## src/pkg/aux_port_pkg.sv

```systemverilog
// constants, register map and carrier types of the auxiliary port block
// assumes a single core clock and an ahb-lite master with word accesses
// What this block does
// - terminal mode: pins 0-2 each software input or output, read and written
// - line or network termination: pins 0-2 inputs forming three-bit channel select
// - pin 3 general input or output, level readable, output from register
// - multiframe select set: pin 4 carries multiframe bit, direction set by mode
// - frame/bitclock select set: pin 5 drives frame sync or bit clock by choice
// - pins 6 and 7 as inputs raise maskable edge or level interrupts
// - pins 6 and 7 general inputs or outputs when alternates unused
// - alternate function drives pin 7 with s/g bit from downstream data
// - terminal mode: bit clock is highway data clock divided by two
// - line-termination-t mode: bit clock pin carries 1.536 mhz s-interface clock
// - network or line-termination-s: bit clock is data clock divided by two
// - frame sync 8 khz marks frames; data clock runs at twice bit rate
// - interrupt pin open-drain active low by default, optionally push-pull high
package aux_port_pkg;

  localparam logic [7:0] OFS_DIR = 8'h00;
  localparam logic [7:0] OFS_OUT = 8'h04;
  localparam logic [7:0] OFS_IN = 8'h08;
  localparam logic [7:0] OFS_CFG = 8'h0C;
  localparam logic [7:0] OFS_IRQ_STATUS = 8'h10;
  localparam logic [7:0] OFS_IRQ_CLEAR = 8'h14;
  localparam logic [7:0] OFS_IRQ_ENABLE = 8'h18;
  localparam logic [7:0] OFS_IRQ_LEVEL = 8'h1C;
  localparam logic [7:0] OFS_OPEN_DRAIN = 8'h20;
  localparam logic [7:0] OFS_MODE_STATUS = 8'h24;
  localparam logic [7:0] OFS_SG_POS = 8'h28;

  localparam logic [7:0] RST_DIR = 8'h00;
  localparam logic [7:0] RST_OUT = 8'hFF;
  localparam logic [7:0] RST_OPEN_DRAIN = 8'hFF;
  localparam logic [7:0] RST_SG_POS = 8'h00;
  localparam logic [1:0] RST_IRQ = 2'h0;

  // cfg register field positions
  localparam int CFG_MULTIFRAME_BIT_SEL = 0;
  localparam int CFG_FB_SEL = 1;
  localparam int CFG_FB_CHOICE = 2;
  localparam int CFG_SGO_EN = 3;
  localparam int CFG_INT_PUSH_PULL = 4;
  localparam int CFG_MULTIFRAME_BIT_TX = 5;
  localparam int CFG_WIDTH = 6;
  localparam logic [CFG_WIDTH-1:0] RST_CFG = 6'h00;

  // bit positions on the aux port
  localparam int PIN_MULTIFRAME_BIT = 4;
  localparam int PIN_FB = 5;
  localparam int PIN_IRQ0 = 6;
  localparam int PIN_SGO = 7;

  typedef enum logic [1:0] {
    TERMINAL_MODE = 2'b00,
    LINE_TERM_T_MODE = 2'b01,
    LINE_TERM_S_MODE = 2'b11
  } op_mode_t;

  typedef struct packed {
    logic [7:0] level;
    logic [7:0] enable;
  } pin_drive_t;

  typedef struct packed {
    logic sel;
    logic [7:0] addr;
    logic write;
  } bus_req_t;

endpackage : aux_port_pkg
```

## src/hdl/aux_port_and_bit_clock.sv

```systemverilog
// auxiliary port, interrupt pin and bit clock generation behind an ahb-lite slave
// assumes highway clock, frame sync and data are slow against core_clk and sampled
//
// The AHB-Lite slave port and the placing of the registers were chosen for this implementation.
`timescale 1ns/1ps
module aux_port_and_bit_clock
  import aux_port_pkg::*;
(
  input wire logic core_clk,
  input wire logic rst_n,
  input wire logic hsel,
  input wire logic [31:0] haddr,
  input wire logic [1:0] htrans,
  input wire logic hwrite,
  input wire logic [2:0] hsize,
  input wire logic [31:0] hwdata,
  input wire logic hready,
  output logic hreadyout,
  output logic [31:0] hrdata,
  output logic hresp,
  input wire logic [7:0] aux_in,
  output logic [7:0] aux_out,
  output logic [7:0] aux_oe,
  input wire logic mode_pin_0,
  input wire logic mode_pin_1,
  input wire logic frame_sync,
  input wire logic highway_data_clock,
  input wire logic downstream_data,
  input wire logic s_clock_1536,
  output logic [2:0] channel_select,
  output logic multiframe_bit,
  output logic bit_clock_out,
  output logic int_out,
  output logic int_oe,
  output logic irq
);

  logic [7:0] aux_meta_q;
  logic [7:0] aux_sync_q;
  logic [7:0] aux_prev_q;
  logic [2:0] clk_meta_q;
  logic [2:0] clk_sync_q;
  logic dcl_prev_q;
  logic fsc_prev_q;
  logic mode_pin_0_q;
  logic mode_pin_1_q;
  op_mode_t mode;
  bus_req_t req_q;
  logic [7:0] dir_q;
  logic [7:0] out_q;
  logic [7:0] od_q;
  logic [CFG_WIDTH-1:0] cfg_q;
  logic [1:0] irq_status_q;
  logic [1:0] irq_enable_q;
  logic [1:0] irq_level_q;
  logic [7:0] sg_pos_q;
  logic [31:0] hrdata_q;
  logic bclk_q;
  logic [8:0] dcl_cnt_q;
  logic sg_bit_q;
  logic [2:0] chan_q;
  logic multiframe_bit_in_q;
  logic int_level_q;
  logic int_pp_q;
  logic dcl_rise;
  logic fsc_rise;
  logic wr_en;
  logic [1:0] irq_set;
  logic [1:0] irq_clr;
  logic [31:0] rdata;
  logic [31:0] rdata_fwd;
  pin_drive_t drive;
  logic [7:0] aux_out_q;

  always_ff @(posedge core_clk or negedge rst_n) begin
    if (!rst_n) begin
      aux_meta_q <= 8'hFF;
      aux_sync_q <= 8'hFF;
      aux_prev_q <= 8'hFF;
    end else begin
      aux_meta_q <= aux_in;
      aux_sync_q <= aux_meta_q;
      aux_prev_q <= aux_sync_q;
    end
  end

  // highway clock, frame sync and s clock arrive unrelated to core_clk
  always_ff @(posedge core_clk or negedge rst_n) begin
    if (!rst_n) begin
      clk_meta_q <= 3'h0;
      clk_sync_q <= 3'h0;
      dcl_prev_q <= 1'b0;
      fsc_prev_q <= 1'b0;
    end else begin
      clk_meta_q <= {s_clock_1536, frame_sync, highway_data_clock};
      clk_sync_q <= clk_meta_q;
      dcl_prev_q <= clk_sync_q[0];
      fsc_prev_q <= clk_sync_q[1];
    end
  end

  assign dcl_rise = clk_sync_q[0] & ~dcl_prev_q;
  assign fsc_rise = clk_sync_q[1] & ~fsc_prev_q;

  // mode straps, sampled every cycle after release
  always_ff @(posedge core_clk or negedge rst_n) begin
    if (!rst_n) begin
      mode_pin_0_q <= 1'b0;
      mode_pin_1_q <= 1'b0;
    end else begin
      mode_pin_0_q <= mode_pin_0;
      mode_pin_1_q <= mode_pin_1;
    end
  end

  always_comb begin
    case ({mode_pin_0_q, mode_pin_1_q})
      2'b10: mode = LINE_TERM_T_MODE;
      2'b11: mode = LINE_TERM_S_MODE;
      default: mode = TERMINAL_MODE;
    endcase
  end

  // ahb-lite slave: address phase captured, always zero wait, always okay
  always_ff @(posedge core_clk or negedge rst_n) begin
    if (!rst_n) begin
      req_q <= '0;
    end else if (hready) begin
      req_q.sel <= hsel & htrans[1];
      req_q.addr <= haddr[7:0];
      req_q.write <= hwrite;
    end
  end

  assign wr_en = req_q.sel & req_q.write;
  assign hreadyout = 1'b1;
  assign hresp = 1'b0;

  always_ff @(posedge core_clk or negedge rst_n) begin
    if (!rst_n) begin
      dir_q <= RST_DIR;
      out_q <= RST_OUT;
      od_q <= RST_OPEN_DRAIN;
      cfg_q <= RST_CFG;
      sg_pos_q <= RST_SG_POS;
      irq_enable_q <= RST_IRQ;
      irq_level_q <= RST_IRQ;
    end else if (wr_en) begin
      case (req_q.addr)
        OFS_DIR: dir_q <= hwdata[7:0];
        OFS_OUT: out_q <= hwdata[7:0];
        OFS_OPEN_DRAIN: od_q <= hwdata[7:0];
        OFS_CFG: cfg_q <= hwdata[CFG_WIDTH-1:0];
        OFS_SG_POS: sg_pos_q <= hwdata[7:0];
        OFS_IRQ_ENABLE: irq_enable_q <= hwdata[1:0];
        OFS_IRQ_LEVEL: irq_level_q <= hwdata[1:0];
        default: ;
      endcase
    end
  end

  // falling edge or low level on pins 6 and 7, only while inputs
  always_comb begin
    for (int i = 0; i < 2; i++) begin
      if (irq_level_q[i]) begin
        irq_set[i] = ~dir_q[PIN_IRQ0+i] & ~aux_sync_q[PIN_IRQ0+i];
      end else begin
        irq_set[i] = ~dir_q[PIN_IRQ0+i] & aux_prev_q[PIN_IRQ0+i] & ~aux_sync_q[PIN_IRQ0+i];
      end
    end
  end

  assign irq_clr = (wr_en && req_q.addr == OFS_IRQ_CLEAR) ? hwdata[1:0] : 2'h0;

  // set beats a clear landing in the same cycle
  always_ff @(posedge core_clk or negedge rst_n) begin
    if (!rst_n) begin
      irq_status_q <= RST_IRQ;
    end else begin
      irq_status_q <= (irq_status_q & ~irq_clr) | irq_set;
    end
  end

  // mask gates status onto the request
  always_ff @(posedge core_clk or negedge rst_n) begin
    if (!rst_n) begin
      int_level_q <= 1'b0;
      int_pp_q <= 1'b0;
    end else begin
      int_level_q <= |(irq_status_q & irq_enable_q);
      int_pp_q <= cfg_q[CFG_INT_PUSH_PULL];
    end
  end

  assign irq = int_level_q;

  // open-drain low by default, push-pull high when chosen
  assign int_out = int_pp_q ? int_level_q : 1'b0;
  assign int_oe = int_pp_q ? 1'b1 : int_level_q;

  // divide highway clock by two, aligned to frame start
  always_ff @(posedge core_clk or negedge rst_n) begin
    if (!rst_n) begin
      bclk_q <= 1'b0;
    end else if (fsc_rise) begin
      bclk_q <= 1'b0;
    end else if (dcl_rise) begin
      bclk_q <= ~bclk_q;
    end
  end

  // frame sync restarts the highway clock count each frame
  always_ff @(posedge core_clk or negedge rst_n) begin
    if (!rst_n) begin
      dcl_cnt_q <= 9'h000;
    end else if (fsc_rise) begin
      dcl_cnt_q <= 9'h000;
    end else if (dcl_rise) begin
      dcl_cnt_q <= dcl_cnt_q + 9'h001;
    end
  end

  // s/g bit sampled mid-bit from downstream data at chosen slot
  always_ff @(posedge core_clk or negedge rst_n) begin
    if (!rst_n) begin
      sg_bit_q <= 1'b0;
    end else if (dcl_rise && dcl_cnt_q == {sg_pos_q, 1'b1}) begin
      sg_bit_q <= downstream_data;
    end
  end

  // line-termination-t passes the s-interface clock out
  always_ff @(posedge core_clk or negedge rst_n) begin
    if (!rst_n) begin
      bit_clock_out <= 1'b0;
    end else if (mode == LINE_TERM_T_MODE) begin
      bit_clock_out <= clk_sync_q[2];
    end else begin
      bit_clock_out <= bclk_q;
    end
  end

  // channel select taken from pins 0-2 outside terminal mode
  always_ff @(posedge core_clk or negedge rst_n) begin
    if (!rst_n) begin
      chan_q <= 3'h0;
      multiframe_bit_in_q <= 1'b0;
    end else begin
      if (mode != TERMINAL_MODE) begin
        chan_q <= aux_sync_q[2:0];
      end
      if (cfg_q[CFG_MULTIFRAME_BIT_SEL] && mode == LINE_TERM_S_MODE) begin
        multiframe_bit_in_q <= aux_sync_q[PIN_MULTIFRAME_BIT];
      end
    end
  end

  assign channel_select = chan_q;
  assign multiframe_bit = multiframe_bit_in_q;

  // pin function multiplexing
  always_comb begin
    drive.level = out_q;
    drive.enable = dir_q;
    // pins 0-2 gpio only in terminal mode
    if (mode != TERMINAL_MODE) begin
      drive.enable[2:0] = 3'h0;
    end
    if (cfg_q[CFG_MULTIFRAME_BIT_SEL]) begin
      drive.level[PIN_MULTIFRAME_BIT] = cfg_q[CFG_MULTIFRAME_BIT_TX];
      drive.enable[PIN_MULTIFRAME_BIT] = (mode != LINE_TERM_S_MODE);
    end
    // frame sync or bit clock onto pin 5
    if (cfg_q[CFG_FB_SEL]) begin
      drive.level[PIN_FB] = cfg_q[CFG_FB_CHOICE] ? bclk_q : clk_sync_q[1];
      drive.enable[PIN_FB] = 1'b1;
    end
    // s/g bit replaces gpio on pin 7
    if (cfg_q[CFG_SGO_EN]) begin
      drive.level[PIN_SGO] = sg_bit_q;
      drive.enable[PIN_SGO] = 1'b1;
    end
  end

  // outputs registered; open-drain pins only pull low
  always_ff @(posedge core_clk or negedge rst_n) begin
    if (!rst_n) begin
      aux_out_q <= 8'h00;
      aux_oe <= 8'h00;
    end else begin
      for (int i = 0; i < 8; i++) begin
        aux_out_q[i] <= od_q[i] ? 1'b0 : drive.level[i];
        aux_oe[i] <= od_q[i] ? (drive.enable[i] & ~drive.level[i]) : drive.enable[i];
      end
    end
  end

  assign aux_out = aux_out_q;

  // read mux; status and input reads show live block state
  always_comb begin
    rdata = 32'h0000_0000;
    case (haddr[7:0])
      OFS_DIR: rdata[7:0] = dir_q;
      OFS_OUT: rdata[7:0] = out_q;
      OFS_IN: rdata[7:0] = aux_sync_q;
      OFS_CFG: rdata[CFG_WIDTH-1:0] = cfg_q;
      // status as it stands after this edge, so a clear just before is seen
      OFS_IRQ_STATUS: rdata[1:0] = (irq_status_q & ~irq_clr) | irq_set;
      OFS_IRQ_ENABLE: rdata[1:0] = irq_enable_q;
      OFS_IRQ_LEVEL: rdata[1:0] = irq_level_q;
      OFS_OPEN_DRAIN: rdata[7:0] = od_q;
      OFS_MODE_STATUS: rdata[7:0] = {2'h0, multiframe_bit_in_q, chan_q, mode};
      OFS_SG_POS: rdata[7:0] = sg_pos_q;
      default: rdata = 32'h0000_0000;
    endcase
  end

  // a write in its data phase lands on the edge that takes a read right behind it;
  // its data is passed through so that read does not return the stale word
  always_comb begin
    rdata_fwd = rdata;
    if (wr_en && req_q.addr == haddr[7:0]) begin
      case (req_q.addr)
        OFS_DIR, OFS_OUT, OFS_OPEN_DRAIN, OFS_SG_POS: rdata_fwd = {24'h00_0000, hwdata[7:0]};
        OFS_CFG: rdata_fwd = {{(32-CFG_WIDTH){1'b0}}, hwdata[CFG_WIDTH-1:0]};
        OFS_IRQ_ENABLE, OFS_IRQ_LEVEL: rdata_fwd = {30'h0, hwdata[1:0]};
        default: ;
      endcase
    end
  end

  // read data latched at address phase so it stands through the data phase
  always_ff @(posedge core_clk or negedge rst_n) begin
    if (!rst_n) begin
      hrdata_q <= 32'h0000_0000;
    end else if (hready && hsel && htrans[1] && !hwrite) begin
      hrdata_q <= rdata_fwd;
    end
  end

  assign hrdata = hrdata_q;

endmodule : aux_port_and_bit_clock

```

## config.mk

```make
export PLATFORM = sky130hd
export DESIGN_NAME = aux_port_and_bit_clock
export DESIGN_NICKNAME = d
export VERILOG_FILES = /design/src/pkg/aux_port_pkg.sv /design/src/hdl/aux_port_and_bit_clock.sv
export SDC_FILE = /design/constraint.sdc
export NUM_CORES = 1
export LEC_CHECK = 0
export ABC_AREA = 1
export BUFFER_PORTS_ARGS = -buffer_cell sky130_fd_sc_hd__buf_2
export CORE_ASPECT_RATIO = 1.75
export CORE_MARGIN = 2
export CORE_UTILIZATION = 30
export DETAILED_ROUTE_END_ITERATION = 8
export GPL_TIMING_DRIVEN = 0
export HOLD_SLACK_MARGIN = 0.12
export RECOVER_POWER = 50
export SLEW_MARGIN = 0
export SYNTH_ARGS = -nofsm -noshare
export SYNTH_HDL_FRONTEND = slang
export SYNTH_SLANG_ARGS = --single-unit
```

## constraint.sdc

```tcl
create_clock -name core_clk -period 2 [get_ports core_clk]
set_input_delay 0.6 -clock core_clk [delete_from_list [all_inputs] [get_ports core_clk]]
set_output_delay 0.6 -clock core_clk [all_outputs]
set_load 0.01 [all_outputs]
```

==> flow_summary.ini <==
[synth]
synth_top_family_by_area = simple AND/OR/NAND/NOR gates
yosys.area_share.adder_pct = 0.213
synth-simple-area-share_pct = 26.3
synth_compound_area_share_pct = 9.52
synth_seq_area_share_pct = 53.7
yosysWarnings = 0
ys_seq_elements = 124
synth_area_um2 = 5860
syn_inst = 693
synth-xor-area-share_pct = 1.20
syn_area_per_cell_um2 = 8.46
synth.mux.area_fraction_pct = 0.192
yosysUniqueCellTypes = 39

[sta]
fin_crit_ns = 1.89
slew_violations = 0
max_freq_mhz = 530
rsz0062_at_grt = yes
skew_ns = 0.0139
finalSetupTns_ns = 0
final_hold_viol_count = 0
post-route-period-util_pct = 94.3
whs_ns = 0.270
finalSetupViolations = 0
relSlewSlack_pct = 8.98
worstMarginPinSlew_ns = 1.37

[worst_setup_path]
worst-path-max-fanout = 10
reg2reg_to = od_q[3]$_DFFE_PN1P_
endpoint = od_q[3]$_DFFE_PN1P_
crit_start = req_q[8]$_DFFE_PN0P_
r2r_start = req_q[8]$_DFFE_PN0P_
crit_arrival_ns = 2.22
critPathLaunchType = flop
cp_cell_sequence = inv_2 -> nand2_1 -> nor2_1 -> nand3_1 -> clkbuf_1 -> o21ai_0
worst-setup-path-type = reg -> reg
reg2reg_depth = 6
worst_path_max_delay_cell = dfrtp_1
cp-end-kind = flop
worstPathRequired_ns = 2.34
r2r_slack_ns = 0.11
cpPeakStageDelay_ns = 0.38

[place]
gp_congestion = 0.910
dp_hpwl_um = 12300
placed_cell_area_um2 = 6620
portBuffers = 66

[die]
io_pins = 146
fp.dieH_um = 189
rows = 67
core_um2 = 19200
initial_utilization_pct = 30.5
die_x_um = 110
die_area_um2 = 20700

[finish]
syn2layout_area_growth_pct = 23.6
diodes = 0
post-route-util_pct = 37.8
fin_area_um2 = 7250
layout-drive-gt1-share_pct = 24.9
final_nets = 891

[routing]
first_pass_iters = 5
drt-initial-drc-count = 238
vias = 4862
wl_per_cell_um = 14.8
ant_nets = 0
wl_um = 15600
via_per_inst = 4.60
drc = 0

[power]
ir_worst_vdd_mv = 0.703
pwr-share-comb_pct = 9.8
p_leak_uw = 0.00371
netSwitchingFraction_pct = 26.1
seqPwrFrac_pct = 41.8
switchingPower_uw = 1800
powerDensity_nw_per_um2 = 951
internal_power_uw = 5100
power_uw = 6890
p_clk_share_pct = 48.4

[clock_tree]
clk_pin_slew_ns = 0.06
clock_latency_ns = 0.43
cts.htree.levels = 4
cts_tree = built
cts_root_buf = clkbuf_16
cts_setup_buffers = 0
cts_buffers = 17
numClockSinks = 124
ctsLongestPathBuffers = 2

[global_routing]
antenna_found_initial = 0
grt_pass1_wl_um = 25200
grt.total_usage_pct = 16.2
grt_max_degree = 72
grt-ovfl-total = 0
grt_pass1_vias = 4755

[run]
drv_cap = 0

[outcome]
outcome = finished, final reports clean

[hold_path]
min-delay-path-class = in -> reg
[power by group through the flow]
stage / sequential (uW) / combinational [uW] / clock (uW)
after global routing: 2910 / 768 / 3530
after floorplan: 2920 / 376 / 0
after global placement: 2920 / 666 / 0
after detailed placement: 2930 / 687 / 0
after CTS: 2890 / 689 / 3420
final: 2880 / 675 / 3340
[state kept, by name, indices dropped and copies added (netlist names), 3 cells and up]
register        count
od_q                8
aux_oe              8
req_q              10
out_q               8
clk_sync_q          3
hrdata              8
aux_sync_q          8
cfg_q               6
aux_meta_q          8
dcl_cnt_q           9
channel_select      3
clk_meta_q          3
sg_pos_q            8
aux_out             8
dir_q               8
[synthesized netlist by cell type (all sizes together)]
cell / n / area [um2]
nand2: 187 / 727
a22o: 1 / 8.76
a31oi: 3 / 18.8
o22ai: 1 / 6.26
clkinv: 2 / 7.51
mux2: 1 / 11.3
nand3: 58 / 300
dfstp: 34 / 893
o21ai: 72 / 360
ha: 1 / 12.5
a21oi: 13 / 72.6
inv: 68 / 255
nand4: 6 / 37.5
buf: 30 / 228
nor3: 5 / 25.0
dfrtp: 90 / 2250
conb: 2 / 7.51
xor2: 4 / 35.0
or2: 2 / 12.5
nor3b: 2 / 15.0
nand3b: 1 / 7.51
xnor2: 4 / 35.0
o211ai: 2 / 15.0
clkbuf: 6 / 22.5
a21boi: 2 / 15.0
o31a: 1 / 8.76
o21a: 7 / 52.6
nor2: 88 / 419
[cells by family after synthesis]
kind of cell / count (synthesis)
compound gates: 102
mux: 1
xor+xnor: 8
fa+ha+maj: 1
flops: 124
simple gates: 349
buf+inv: 106
other cells: 2
[metrics by stage]
stage / std cells / worst slack [ns]
finish: 1056 / 0.113
CTS: 1057 / 0.0228
global route: 1056 / -0.0730
detailed placement: 1025 / -0.245
global placement: 1024 / -1.32
floorplan: 717 / 0.396
[cell type report]
class                           instances  area [um2]
Clock buffer                           17         425
Timing Repair Buffer                   67         358
Fill cell                            1960       11900
Multi-Input combinational cell        487        2300
Clock inverter                         15         210
Inverter                               70         263
Buffer                                 35         246
Tap cell                              241         302
Sequential cell                       124        3150
[critical path, delay by kind of cell, from the launching register on]
family / cells / cell delay (ns)
and+or+nand+nor: 3 / 0.73
buffers and inverters: 2 / 0.44
DFF: 1 / 0.38
AOI/OAI and AO/OA: 1 / 0.25
[layout by cell type, fill, tap and decap left out, types with 5 or more instances in the layout]
master,instances
clkbuf_1,5
dfrtp_1,90
nand4_1,6
buf_2,67
o21ai_1,9
inv_1,52
buf_4,26
dfstp_1,6
o21a_1,7
conb_1,26
nand2_2,7
nor3_1,5
nand2_1,179
clkbuf_16,17
a21oi_1,11
nor2_1,74
dfstp_2,28
inv_2,16
nor2_4,8
nand3_1,55
o21ai_0,63
nor2_2,5
[routing by layer]
layer	wire length, um	up-vias	part of all wire (%)	GRT usage (%)
met4	579	0	3.7	7.50
met3	907	36	5.8	3.34
met2	8380	166	54	29.0
met1	5730	2271	37	17.9
met5	0	-	0	0
li1	-	2389	-	-
[worst min path at each step]
stage                            start  slack [ns]                 endpoint  cells after the start
3_3_place_gp   clk_meta_q[2]$_DFF_PN0_        0.33  clk_sync_q[2]$_DFF_PN0_                      0
4_1_cts                          rst_n        0.13     req_q[5]$_DFFE_PN0P_                      1
3_5_place_dp   clk_meta_q[2]$_DFF_PN0_        0.34  clk_sync_q[2]$_DFF_PN0_                      0
5_1_grt                      aux_in[6]        0.25  aux_meta_q[6]$_DFF_PN1_                      1
6_report                     aux_in[1]        0.27  aux_meta_q[1]$_DFF_PN1_                      1
2_1_floorplan                    rst_n        0.30      aux_oe[0]$_DFF_PN0_                      0
[timing repair]
| action | in CTS | in global routing |
|---|---|---|
| hold buffers | 0 | 0 |
| gates resized for setup | 0 | 1 |
| endpoints found under the setup margin | 0 | 21 |
Power figures use the tool's default switching activity.
